**src/common/dsamc_pkg.sv**
```systemverilog
// constants for the dual converter mode and configuration block
// assumes one system clock and a byte-wide register port
package dsamc_pkg;
   localparam logic [7:0] MODE_SELECT_ADDR   = 8'hBB;
   localparam logic [7:0] CONFIG_ADDR        = 8'hBC;
   localparam logic [7:0] RES0_HIGH_ADDR     = 8'hBD;
   localparam logic [7:0] RES0_LOW_ADDR      = 8'hBE;
   localparam logic [7:0] RES1_HIGH_ADDR     = 8'hBF;
   localparam logic [7:0] RES1_LOW_ADDR      = 8'hC0;
   localparam logic [7:0] MODE_SELECT_RESET  = 8'h00;
   localparam logic [7:0] CONFIG_RESET       = 8'hF0;
   localparam int         DIFF_BIT           = 6;
   localparam int         DIV_LSB            = 4;
   localparam int         SCAL_BIT           = 3;
   localparam int         GCAL_BIT           = 2;
   localparam int         LCAL_BIT           = 1;
   localparam int         OCAL_BIT           = 0;
   localparam int         RESULT_BITS        = 16;
   localparam int         CLK_PERIOD_NS      = 100;
   localparam int         TRACK_MIN_NS       = 280;
   localparam int         TRACK_CYCLES       = (TRACK_MIN_NS + CLK_PERIOD_NS - 1) / CLK_PERIOD_NS;
   localparam int         CAL_SAR_CLOCKS     = 32;
   localparam logic [7:0] READ_UNMAPPED      = 8'h00;
endpackage

```
**src/rtl/dsamc_sar.sv**
```systemverilog
// one successive-approximation sequencer: track, then sixteen bit steps
// assumes comparator input synchronous to the clock
module dsamc_sar
   import dsamc_pkg::*;
(
   input  wire logic                   clk,      // system clock
   input  wire logic                   rst,      // sync reset
   input  wire logic                   ce,       // clock enable
   input  wire logic                   start,    // begin track and convert
   input  wire logic [3:0]             divider,  // clocks per step minus one
   input  wire logic                   comp_in,  // comparator: input above trial
   output logic [RESULT_BITS-1:0]      trial,    // trial word to the dac
   output logic [RESULT_BITS-1:0]      result,   // finished word
   output logic                        busy,     // track or convert running
   output logic                        done      // pulse on completion
);
   typedef enum logic [1:0] {DSAMC_IDLE, DSAMC_TRACK, DSAMC_CONV} dsamc_sar_e;
   dsamc_sar_e      state;
   logic [3:0]      div_cnt;
   logic [3:0]      track_cnt;
   logic [4:0]      bit_idx;
   wire             step = (div_cnt == divider);
   wire [RESULT_BITS-1:0] bit_mask = RESULT_BITS'(1) << bit_idx[3:0];
   wire [RESULT_BITS-1:0] kept = comp_in ? trial : (trial & ~bit_mask);

   always_ff @(posedge clk)
   begin
      if (rst)
      begin
         state     <= DSAMC_IDLE;
         div_cnt   <= '0;
         track_cnt <= '0;
         bit_idx   <= '0;
         trial     <= '0;
         result    <= '0;
         busy      <= 1'b0;
         done      <= 1'b0;
      end
      else if (ce)
      begin
         done <= 1'b0;
         case (state)
            DSAMC_IDLE:
            if (start)
            begin
               state     <= DSAMC_TRACK;
               track_cnt <= '0;
               busy      <= 1'b1;
            end
            DSAMC_TRACK:
            begin
               // track time is fixed in system clocks, independent of divider
               if (track_cnt == 4'(TRACK_CYCLES - 1))
               begin
                  state   <= DSAMC_CONV;
                  bit_idx <= 5'(RESULT_BITS - 1);
                  div_cnt <= '0;
                  trial <= RESULT_BITS'(1) << (RESULT_BITS - 1);
               end
               else
                  track_cnt <= track_cnt + 4'h1;
            end
            DSAMC_CONV:
            begin
               div_cnt <= step ? 4'h0 : div_cnt + 4'h1;
               if (step)
               begin
                  if (bit_idx == 5'h0)
                  begin
                     result <= kept;
                     state  <= DSAMC_IDLE;
                     busy   <= 1'b0;
                     done   <= 1'b1;
                  end
                  else
                  begin
                     trial   <= kept | (bit_mask >> 1);
                     bit_idx <= bit_idx - 5'h1;
                  end
               end
            end
            default: state <= DSAMC_IDLE;
         endcase
      end
   end

   a_track_before_conv: assert property (@(posedge clk) disable iff (rst)
      (ce && state == DSAMC_IDLE && start) |=> state == DSAMC_TRACK ##1
      (state == DSAMC_TRACK || !ce)[*2]) else $error("tracking too short");
endmodule

```
**src/rtl/dsamc_top.sv**
```systemverilog
// mode select, configuration and result placement for two converters
// assumes byte register port on the processor bus, sync inputs
//
// Overview of operation
// mode bit 6 clear gives two independent converters, set gives one differential.
// single-ended, each converter writes its own high and low result pair.
// differential, the primary pair holds the combined two's-complement result.
// differential, the secondary pair still holds its own single-ended word.
// software writes zero into the unused mode register bits.
// every conversion is preceded by at least 280 ns of tracking.
// each conversion produces a sixteen-bit word.
// each conversion clock lasts divider value plus one system clocks.
// a calibration bit written 1 starts only when idle, reads 1 while running.
module dsamc_top
   import dsamc_pkg::*;
(
   input  wire logic                   REF_CLK,     // system clock, 10 MHz
   input  wire logic                   RST,         // sync reset, high
   input  wire logic                   CE,          // clock enable
   input  wire logic [7:0]             ADDR,        // register address
   input  wire logic                   WR_EN,       // write strobe
   input  wire logic                   RD_EN,       // read strobe
   input  wire logic [7:0]             WDATA,       // write data
   input  wire logic                   START0,      // primary start pulse
   input  wire logic                   START1,      // secondary start pulse
   input  wire logic                   COMP0,       // primary comparator
   input  wire logic                   COMP1,       // secondary comparator
   output logic [7:0]                  RDATA,       // read data, registered
   output logic [RESULT_BITS-1:0]      TRIAL0,      // primary trial word
   output logic [RESULT_BITS-1:0]      TRIAL1,      // secondary trial word
   output logic                        BUSY0,       // primary busy
   output logic                        BUSY1,       // secondary busy
   output logic                        DIFF_MODE,   // differential mode active
   output logic                        CAL_SOURCE   // external calibration source
);
   logic [7:0]              mode_reg;
   logic [7:0]              cfg_reg;
   logic [RESULT_BITS-1:0]  res0;
   logic [RESULT_BITS-1:0]  res1;
   logic [5:0]              cal_cnt;
   logic [RESULT_BITS-1:0]  trial0_w;
   logic [RESULT_BITS-1:0]  trial1_w;
   logic [RESULT_BITS-1:0]  word0;
   logic [RESULT_BITS-1:0]  word1;
   logic                    busy0_w;
   logic                    busy1_w;
   logic                    done0;
   logic                    done1;

   wire diff = mode_reg[DIFF_BIT];
   wire wr_mode = WR_EN && ADDR == MODE_SELECT_ADDR;
   wire wr_cfg  = WR_EN && ADDR == CONFIG_ADDR;
   wire [2:0] cal_run = cfg_reg[GCAL_BIT:OCAL_BIT];
   wire idle = !busy0_w && !busy1_w && cal_run == 3'b000;
   // in differential mode the secondary follows the primary start
   wire start1 = diff ? START0 : START1;
   wire start0 = START0 && cal_run == 3'b000;
   wire cal_end = cal_run != 3'b000 && cal_cnt == 6'(CAL_SAR_CLOCKS - 1);
   // combined word: difference of the two unsigned halves, halved to fit
   wire [RESULT_BITS:0] diff_full = {1'b0, word0} - {1'b0, word1};
   wire [RESULT_BITS-1:0] diff_word = diff_full[RESULT_BITS:1];

   dsamc_sar u_sar0 (
      .clk     (REF_CLK),
      .rst     (RST),
      .ce      (CE),
      .start   (start0),
      .divider (cfg_reg[7:DIV_LSB]),
      .comp_in (COMP0),
      .trial   (trial0_w),
      .result  (word0),
      .busy    (busy0_w),
      .done    (done0)
   );
   dsamc_sar u_sar1 (
      .clk     (REF_CLK),
      .rst     (RST),
      .ce      (CE),
      .start   (start1 && cal_run == 3'b000),
      .divider (cfg_reg[7:DIV_LSB]),
      .comp_in (COMP1),
      .trial   (trial1_w),
      .result  (word1),
      .busy    (busy1_w),
      .done    (done1)
   );

   function automatic logic [7:0] read_mux(input logic [7:0] a);
      case (a)
         MODE_SELECT_ADDR: read_mux = mode_reg;
         CONFIG_ADDR:      read_mux = cfg_reg;
         RES0_HIGH_ADDR:   read_mux = res0[15:8];
         RES0_LOW_ADDR:    read_mux = res0[7:0];
         RES1_HIGH_ADDR:   read_mux = res1[15:8];
         RES1_LOW_ADDR:    read_mux = res1[7:0];
         default:          read_mux = READ_UNMAPPED;
      endcase
   endfunction

   always_ff @(posedge REF_CLK)
   begin
      if (RST)
      begin
         mode_reg   <= MODE_SELECT_RESET;
         cfg_reg    <= CONFIG_RESET;
         cal_cnt    <= '0;
         res0       <= '0;
         res1       <= '0;
         RDATA      <= '0;
         TRIAL0     <= '0;
         TRIAL1     <= '0;
         BUSY0      <= 1'b0;
         BUSY1      <= 1'b0;
         DIFF_MODE  <= 1'b0;
         CAL_SOURCE <= 1'b0;
      end
      else if (CE)
      begin
         // unused mode bits are not stored, so stray ones read back as zero
         if (wr_mode)
            mode_reg <= {1'b0, WDATA[DIFF_BIT], 6'h00};
         if (wr_cfg)
         begin
            cfg_reg[7:SCAL_BIT] <= WDATA[7:SCAL_BIT];
            // a write of 1 only starts when idle; 0 never aborts
            if (idle)
               cfg_reg[GCAL_BIT:OCAL_BIT] <= WDATA[GCAL_BIT:OCAL_BIT];
         end
         // end of a run clears even when a refused write lands on the same edge
         if (cal_end)
            cfg_reg[GCAL_BIT:OCAL_BIT] <= 3'b000;
         cal_cnt <= (cal_run != 3'b000 && !cal_end) ? cal_cnt + 6'h1 : 6'h0;
         if (done0)
            res0 <= diff ? diff_word : word0;
         if (done1)
            res1 <= word1;
         RDATA      <= RD_EN ? read_mux(ADDR) : 8'h00;
         TRIAL0     <= trial0_w;
         TRIAL1     <= trial1_w;
         BUSY0      <= busy0_w || cal_run != 3'b000;
         BUSY1      <= busy1_w;
         DIFF_MODE  <= diff;
         CAL_SOURCE <= cfg_reg[SCAL_BIT];
      end
   end

   a_mode_unused_zero: assert property (@(posedge REF_CLK) disable iff (RST)
      mode_reg[7] == 1'b0 && mode_reg[5:0] == 6'h00) else $error("mode reserved bits set");
   a_diff_result: assert property (@(posedge REF_CLK) disable iff (RST)
      (CE && done0 && diff && !RST) |=> res0 == $past(diff_word)) else $error("diff result");
   a_single_result: assert property (@(posedge REF_CLK) disable iff (RST)
      (CE && done0 && !diff) |=> res0 == $past(word0)) else $error("single result");
   a_sec_result: assert property (@(posedge REF_CLK) disable iff (RST)
      (CE && done1) |=> res1 == $past(word1)) else $error("secondary result");
   a_cal_busy_start: assert property (@(posedge REF_CLK) disable iff (RST)
      (CE && wr_cfg && !idle) |=>
      cfg_reg[2:0] == ($past(cal_end) ? 3'b000 : $past(cfg_reg[2:0])))
      else $error("cal started while busy");
   a_diff_follow: assert property (@(posedge REF_CLK) disable iff (RST)
      (CE && diff && START0 && !busy0_w && !busy1_w && cal_run == 3'b000) |=> busy1_w)
      else $error("secondary not slaved");
   a_mode_write: assert property (@(posedge REF_CLK) disable iff (RST)
      (CE && wr_mode) |=> diff == $past(WDATA[DIFF_BIT])) else $error("mode write lost");
   a_conv_length: assert property (@(posedge REF_CLK) disable iff (RST)
      (CE && done0) |-> $past(busy0_w, 2)) else $error("conversion too short");

   a_cal_clear_end: assert property (@(posedge REF_CLK) disable iff (RST)
      (CE && cal_end) |=> cal_run == 3'b000)
      else $error("calibration not cleared");

   a_cal_busy_flag: assert property (@(posedge REF_CLK) disable iff (RST)
      (CE && cal_run != 3'b000) |=> BUSY0)
      else $error("busy low during calibration");

   a_cal_count_bound: assert property (@(posedge REF_CLK) disable iff (RST)
      cal_cnt <= 6'(CAL_SAR_CLOCKS - 1))
      else $error("calibration counter overran");

   a_cal_blocks_start: assert property (@(posedge REF_CLK) disable iff (RST)
      (CE && cal_run != 3'b000 && !busy0_w) |=> !busy0_w)
      else $error("conversion started during calibration");

   a_cal_zero_write: assert property (@(posedge REF_CLK) disable iff (RST)
      (CE && wr_cfg && WDATA[GCAL_BIT:OCAL_BIT] == 3'b000 && !cal_end) |=> cal_run == $past(cal_run))
      else $error("zero write changed calibration");

   a_cal_idle_start: assert property (@(posedge REF_CLK) disable iff (RST)
      (CE && wr_cfg && idle) |=> cal_run == $past(WDATA[GCAL_BIT:OCAL_BIT]))
      else $error("idle calibration write lost");

   a_divider_write: assert property (@(posedge REF_CLK) disable iff (RST)
      (CE && wr_cfg) |=> cfg_reg[7:DIV_LSB] == $past(WDATA[7:DIV_LSB]))
      else $error("divider write lost");

   a_sec_own_start: assert property (@(posedge REF_CLK) disable iff (RST)
      (CE && !diff && !START1 && !busy1_w) |=> !busy1_w)
      else $error("secondary started without its own start");

   a_mode_output: assert property (@(posedge REF_CLK) disable iff (RST)
      CE |=> DIFF_MODE == $past(diff))
      else $error("mode output stale");

   a_res0_hold: assert property (@(posedge REF_CLK) disable iff (RST)
      (CE && !done0) |=> res0 == $past(res0))
      else $error("primary result changed without completion");

   a_res1_hold: assert property (@(posedge REF_CLK) disable iff (RST)
      (CE && !done1) |=> res1 == $past(res1))
      else $error("secondary result changed without completion");

   a_read_res0_high: assert property (@(posedge REF_CLK) disable iff (RST)
      (CE && RD_EN && ADDR == RES0_HIGH_ADDR) |=> RDATA == $past(res0[15:8]))
      else $error("primary high byte read wrong");

   a_read_res1_low: assert property (@(posedge REF_CLK) disable iff (RST)
      (CE && RD_EN && ADDR == RES1_LOW_ADDR) |=> RDATA == $past(res1[7:0]))
      else $error("secondary low byte read wrong");

   a_read_mode: assert property (@(posedge REF_CLK) disable iff (RST)
      (CE && RD_EN && ADDR == MODE_SELECT_ADDR) |=> RDATA == $past(mode_reg))
      else $error("mode register read wrong");

   a_sec_busy_out: assert property (@(posedge REF_CLK) disable iff (RST)
      CE |=> BUSY1 == $past(busy1_w))
      else $error("secondary busy output stale");
endmodule

```
**config.mk**
```make
export PLATFORM = sky130hd
export DESIGN_NAME = dsamc_top
export DESIGN_NICKNAME = d
export VERILOG_FILES = /design/src/common/dsamc_pkg.sv /design/src/rtl/dsamc_sar.sv /design/src/rtl/dsamc_top.sv
export SDC_FILE = /design/constraint.sdc
export NUM_CORES = 1
export LEC_CHECK = 0
export BUFFER_PORTS_ARGS = -buffer_cell sky130_fd_sc_hd__clkbuf_2
export CAP_MARGIN = 10
export CORE_MARGIN = 2
export CORE_UTILIZATION = 40
export CTS_CLUSTER_DIAMETER = 40
export CTS_CLUSTER_SIZE = 30
export DETAILED_ROUTE_END_ITERATION = 8
export HOLD_SLACK_MARGIN = 0.06
export SKIP_LAST_GASP = 1
export SLEW_MARGIN = 20
export SYNTH_ARGS = -nofsm -noshare
export SYNTH_HDL_FRONTEND = slang
export SYNTH_SLANG_ARGS = --single-unit
```
**constraint.sdc**
```tcl
create_clock -name REF_CLK -period 2.3 [get_ports REF_CLK]
set_input_delay 0.46 -clock REF_CLK [delete_from_list [all_inputs] [get_ports REF_CLK]]
set_output_delay 0.46 -clock REF_CLK [all_outputs]
set_load 0.02 [all_outputs]
```
==> results.md, run 1 <==
- Status: complete, no violations
- DP HPWL: 18500 microns
- Clock-pin slew of the registers on the worst-case setup and hold paths: 0.07 ns
- Initial Util: 40.6%
- Highest Clock Rate: 0.464 GHz
- Final core utilization: 47.2%
- Minimum clock period: 2.16 ns
- Leading area contributor after synthesis: dfxtp_1
- Clk pwr share: 46.4%
- Post-synth top area share: 39.8%
- NumNets Final: 1278
- Critical Path AT: 2.47 ns
- Sequential-to-total area share from yosys stat: 39.8%
- WL/cell: 16.3 microns
- Drt first pass iters: 6
- Grt ovf: 0
- Die footprint: 0.0250 sq mm
- Filler instances: 2339
- CTS Root Cell: clkbuf_16
- Seq. cell area: 0.00378 sq mm
- Top FF cell, synth: dfxtp_1
- CP required: 2.61 ns
- Worst Hold Margin: 0.278 ns
- Post-route ant nets: 0
- Area of the core: 0.0234 sq mm
- RSZ-0062 raised after global routing: yes
- Pwr per Cell Area: 596 mW/mm^2
- P_int: 5.01 mW
- Vias in the first global route: 7794
- Yosys warnings: 0
- CTS Buf Count: 17
- Max-Cap Viols: 0
- Main combinational cell family by area after synthesis: simple AND/OR/NAND/NOR gates
- CTS Hold Bufs: 0
- Tightest Pin Transition: 0.596 ns
- CTS tree: built
- DP Cell Count: 1520
- Yosys cell types: 79
- Cell with the most instances after synthesis: dfxtp_1
- EDFF count, synth: 0
- Die H: 158 microns
- Clock skew: 0.0125 ns
- Initial DRC Count: 740
- Origin of the worst setup path: cfg_reg[5]
- Synth Register Bits: 189
- First-pass GRT wire length: 41100 microns
- Clock buffer depth: 2
- Highest fanout seen on the critical path: 15
- Crit path capture: u_sar1.result[7]
- Post-synthesis adder-cell area fraction: 4.43%
- Largest vdd supply drop: 0.000365 V
- GP Congestion: 0.885
- Worst r2r path cells: 5
- Lkg Pwr: 4.23 nW
- Die Wd: 158 microns
- Synthesized Nets: 1202
- TNS Setup: 0 ns
- Tot GR Track Use: 20.8%
- Combined area of the multi-input logic cells: 0.00534 sq mm
- Max H-tree Level: 4
- Sw Ratio: 23.9%
- Number of top-level pins: 69
- Comb pwr share: 3.5%
- Post-synthesis simple-gate area fraction: 22.6%
- DRC: 0
- Setup Buffers After CTS: 0
- Synth cell count leaders: dfxtp_1 (189), nand2_1 (155), a21oi_1 (124)
- Final worst-path cycle share: 93.8%
- Final WL: 25300 microns
- Slew Viols, Final: 0
- Crit. End Element: flip-flop
- Layout cells sized above 1: 14.9%
- Final std cells w/o fill: 1552
- Worst skew pair latency: 0.45 ns
- Cts repair resizes: 0
- Synth top area cells: dfxtp_1 (40%), a21oi_1 (6.5%), nand2_1 (6.1%)
- Mapped Cells: 1144
- Final hold vios: 0
- Async set-reset flop share out of synthesis: 0%
- Site Rows: 56
- Port Buffer Count: 68
- Slew Limit Headroom: 59.9%
- Mux cell area share after synthesis: 6.31%
- Syn avg cell area: 8.30 sq um
- Reg-to-Reg End: u_sar1.result[7]
- Critical setup path kind: reg -> reg
- Hold Crit Class: in -> reg
- Flop pwr share: 50.0%
- Worst R2R Setup Slack: 0.14 ns
- Ant. Diodes: 0
- Synth Area in Compound Gates: 20.8%
- R2r startpoint: cfg_reg[5]
- Initial antenna violation count: 0
- Startpoint type of the worst setup path: flip-flop
- Clk sink count: 189
- Count of final setup violators: 0
- Synthesized area: 0.00950 sq mm
- Vias: 8419
- Area Growth Syn to Fin: 16.3%
- Largest net degree at the start of global routing: 61
- Switching power: 1.58 mW
- Synth Area in XOR/XNOR: 1.74%
- Via density: 5.42
per-layer routing:
layer | share of wire, % | track usage (%)
met1 | 50 | 29.6
met2 | 44 | 32.5
met3 | 4.8 | 3.50
met4 | 1.6 | 5.71
met5 | 0 | 0
cell usage in the layout (no fill, tap or decap), types with 27 or more instances in the layout:
master,count
clkbuf_2,66
nand3_1,27
o21ai_0,51
dfxtp_1,189
ha_1,32
inv_1,32
mux2i_1,52
nor2_1,108
buf_4,54
nand2_1,155
a21oi_1,124
cell families after synthesis:
logic type	count (synthesis)
flops	189
buf+inv	99
mux	56
compound gates	311
fa+ha+maj	33
simple gates	438
xor+xnor	18
power by group through the flow:
| stage | Clock, mW | Combinational, mW | Sequential [mW] |
|---|---|---|---|
| 2_1_floorplan | 0 | 0.150 | 3.37 |
| 3_3_place_gp | 0 | 0.232 | 3.37 |
| 3_5_place_dp | 0 | 0.232 | 3.37 |
| 4_1_cts | 3.11 | 0.233 | 3.30 |
| 5_1_grt | 3.25 | 0.253 | 3.30 |
| 6_report | 3.06 | 0.232 | 3.30 |
critical path, cell delays in order (launching register included):
cell	delay, ns
dfxtp_1	0.36
xor2_1	0.22
or4_4	0.60
or3_1	0.60
nand2_1	0.17
a21oi_1	0.07
worst min path at each step:
stage	depth (start not counted)	startpoint	slack, ns	to
6_report	3	WDATA[2]	0.28	cfg_reg[2]
5_1_grt	3	WDATA[1]	0.28	cfg_reg[1]
4_1_cts	3	WDATA[0]	0.26	cfg_reg[0]
3_5_place_dp	2	res1[11]	0.44	res1[11]
3_3_place_gp	2	RDATA[7]	0.44	RDATA[7]
2_1_floorplan	2	res0[0]	0.43	res0[0]
per-stage QoR:
stage          setup WS [ns]  instance area [sq um]  power [mW]
6_report               0.144                  11000        6.59
5_1_grt              -0.0151                  11000        6.80
4_1_cts               0.0292                  11000        6.64
3_5_place_dp          0.0636                  10400        3.61
3_3_place_gp           0.131                  10400        3.60
2_1_floorplan          0.294                   9500        3.52
cell type report:
class                           count  share of cell area (%)
Multi-Input combinational cell    856                    48.3
Sequential cell                   189                    34.3
Timing Repair Buffer              124                    7.25
Clock buffer                       17                    3.85
Tap cell                          319                    3.61
Clock inverter                     15                    1.61
Inverter                           32                    1.09
(Power assumes the default switching activity.)
==> run 2, diff against run 1 <==
--- a/config.mk
+++ b/config.mk
@@ -9,6 +9,7 @@
 export CAP_MARGIN = 10
 export CORE_MARGIN = 2
 export CORE_UTILIZATION = 40
+export CTS_BUF_LIST = sky130_fd_sc_hd__clkbuf_4
 export CTS_CLUSTER_DIAMETER = 40
 export CTS_CLUSTER_SIZE = 30
 export DETAILED_ROUTE_END_ITERATION = 8
@@ -17,4 +18,5 @@
 export SLEW_MARGIN = 20
 export SYNTH_ARGS = -nofsm -noshare
 export SYNTH_HDL_FRONTEND = slang
+export SYNTH_HIERARCHICAL = 1
 export SYNTH_SLANG_ARGS = --single-unit
==> run 2 against run 1 <==
Against the previous run: maximum frequency fell by 0.84%; sequential power is essentially flat; count of clock-buffer cells in the layout did not move; largest cell class unchanged.
==> results.md, run 2 <==
- Largest net degree at the start of global routing: 33
- Synth Register Bits: 189
- Tot GR Track Use: 21.8%
- CP max stage cell: or4b_4
- WL/cell: 18.4 microns
- CP required: 2.86 ns
- Post-synth top area share: 37.2%
- Area Growth Syn to Fin: 11.9%
- Crit. End Element: flip-flop
- Async set-reset flop share out of synthesis: 0%
- Sequential-to-total area share from yosys stat: 37.2%
- Top FF cell, synth: dfxtp_1
- Port Buffer Count: 68
- CP Cell Sequence: inv_1, ha_1, or4b_4, nand2_4, o21a_2, mux2i_1
- DP HPWL: 21400 microns
- Final WL: 29200 microns
- Final core utilization: 45.4%
- Yosys warnings: 6
- Clk sink count: 189
- Synthesized Nets: 1235
- Highest fanout seen on the critical path: 17
- Layout cells sized above 1: 14.9%
- Vias in the first global route: 8370
- Switching power: 1.49 mW
- Synth top area cells: dfxtp_1 (37%), mux2i_1 (8.4%), nand2_1 (4.9%)
- Startpoint type of the worst setup path: flip-flop
- Post-route ant nets: 0
- EDFF count, synth: 0
- Clk pwr share: 35.7%
- Minimum clock period: 2.17 ns
- Flop pwr share: 59.4%
- Total Power: 5.57 mW
- Final worst-path cycle share: 94.6%
- Status: complete, no violations
- Tightest Pin Transition: 0.929 ns
- Grt ovf: 0
- P_int: 4.08 mW
- Lkg Pwr: 4.55 nW
- Clock-pin slew of the registers on the worst-case setup and hold paths: 0.19 ns
- Synth cell count leaders: dfxtp_1 (189), nand2_1 (134), nor2_1 (96)
- CTS Buf Count: 17
- Largest vdd supply drop: 0.000287 V
- Slowest stage delay, CP: 0.62 ns
- Critical setup path kind: reg -> reg
- Hold Crit Class: in -> reg
- Initial Util: 40.5%
- Yosys cell types: 79
- Max-Cap Viols: 0
- Die H: 164 microns
- Worst skew pair latency: 0.61 ns
- Critical Path AT: 2.74 ns
- Die Wd: 164 microns
- NumNets Final: 1308
- Commonest non-fill, non-tap cell in the layout: dfxtp_1
- Setup Buffers After CTS: 0
- Top Family by Delay on Critical Path: simple AND/OR/NAND/NOR gates
- Via density: 5.61
- GP Congestion: 0.915
- CTS tree: built
- Count of final setup violators: 0
- Initial antenna violation count: 1
- WP buf/inv: 1
- Drt first pass iters: 8
- Clock skew: 0.0382 ns
- CTS Root Cell: clkbuf_4
- Vias: 8935
- Cell with the most instances after synthesis: dfxtp_1
- Area of the core: 0.0251 sq mm
- Number of top-level pins: 69
- Syn avg cell area: 8.66 sq um
- Sw Ratio: 26.7%
- Max H-tree Level: 4
- Site Rows: 58
- Highest Clock Rate: 0.460 GHz
- Die footprint: 0.0267 sq mm
- Comb pwr share: 4.9%
- Slew Limit Headroom: 37.9%
- Pwr per Cell Area: 489 mW/mm^2
- Most frequent cells in the layout: dfxtp_1 (188), nand2_1 (134), nor2_1 (96)
- Initial DRC Count: 754
- DRC: 0
- Mapped Cells: 1175
- Leading area contributor after synthesis: dfxtp_1
- Final hold vios: 0
- Clock buffer depth: 2
- Synthesized area: 0.0102 sq mm
- First-pass GRT wire length: 46200 microns
- Slew Viols, Final: 0
run 2: cell types whose count changed in the layout (fill, tap and decap cells not counted), moves of 16 or more:
cell       before  now
a21oi_1       124   81
mux2i_1        52   85
inv_1          32   56
nand2_1       155  134
a22oi_1        18    0
o31ai_1         5   23
clkbuf_16      17    0
clkbuf_4        0   17
or3_1          21    5
run 2: final timing paths:
path         slack, ns              end              start  depth (start not counted)
max               0.13  u_sar0/trial[5]  u_sar0/bit_idx[0]                          6
min               0.11       cfg_reg[6]           WDATA[6]                          3
max reg2reg       0.13  u_sar0/trial[5]  u_sar0/bit_idx[0]                          6
min reg2reg       0.48         res1[13]           res1[13]                          2
run 2: area by class of cell:
cell class	count	area (sq um)
diodes	1	2.50
clock buffers	17	128
clock inverters	15	181
fillers	2565	13700
inverters	56	210
multi-input cells	850	5780
flip-flops and latches	189	3780
well taps	330	413
repair buffers	134	896
run 2: worst reg2reg max path, delay by kind of cell, from the launching register on:
family | cells | cell delay [ns]
multiplexers | 1 | 0.23
buffers and inverters | 1 | 0.12
AND/OR/NAND/NOR | 2 | 0.78
flip-flops | 1 | 0.38
adder cells (fa/ha/maj) | 1 | 0.25
AO/OA/AOI/OAI | 1 | 0.35
run 2: through the flow:
step | cells | hold slack (ns) | setup TNS, ns | area, sq um | setup WS (ns)
3_3_place_gp | 1551 | 0.446 | 0 | 11000 | 0.141
5_1_grt | 1592 | 0.0818 | -0.00272 | 11400 | -0.00272
4_1_cts | 1590 | 0.0732 | 0 | 11400 | 0.0254
6_report | 1592 | 0.113 | 0 | 11400 | 0.125
2_1_floorplan | 1175 | 0.436 | 0 | 10200 | 0.341
3_5_place_dp | 1551 | 0.449 | 0 | 11000 | 0.0890
run 2: kinds of logic (layout without fill, tap and decap cells):
logic type | count (synthesis) | in the layout | share of synthesized area [%]
AOI/OAI and AO/OA | 312 | 313 | 22.2
xor gates and xnor gates | 17 | 17 | 1.46
buffers and inverters | 137 | 222 | 6.31
muxes | 85 | 85 | 8.36
adders and majority gates | 35 | 35 | 4.38
other | 0 | 1 | 0
DFF | 189 | 189 | 37.2
and+or+nand+nor | 400 | 400 | 20.1
run 2: power by group through the flow:
stage | sequential [mW] | clock [mW] | combinational (mW)
final | 3.31 | 1.99 | 0.271
after global routing | 3.31 | 2.17 | 0.295
after CTS | 3.31 | 2.05 | 0.271
after detailed placement | 3.38 | 0 | 0.261
after global placement | 3.38 | 0 | 0.259
after floorplan | 3.37 | 0 | 0.169
run 2: per-layer routing:
layer  up-vias  global-route usage, %  share of wire [%]
li1       4428                      -                  -
met1      4258                   30.5                 49
met2       217                   34.0                 44
met3        32                   3.91                4.7
met4         0                   6.82                2.3
met5         -                      0                  0
run 2: repair_timing:
item	in CTS	in global routing
endpoints found under the hold margin	7	0
setup endpoints to repair	0	12
hold buffers	7	0
resized for setup	0	4
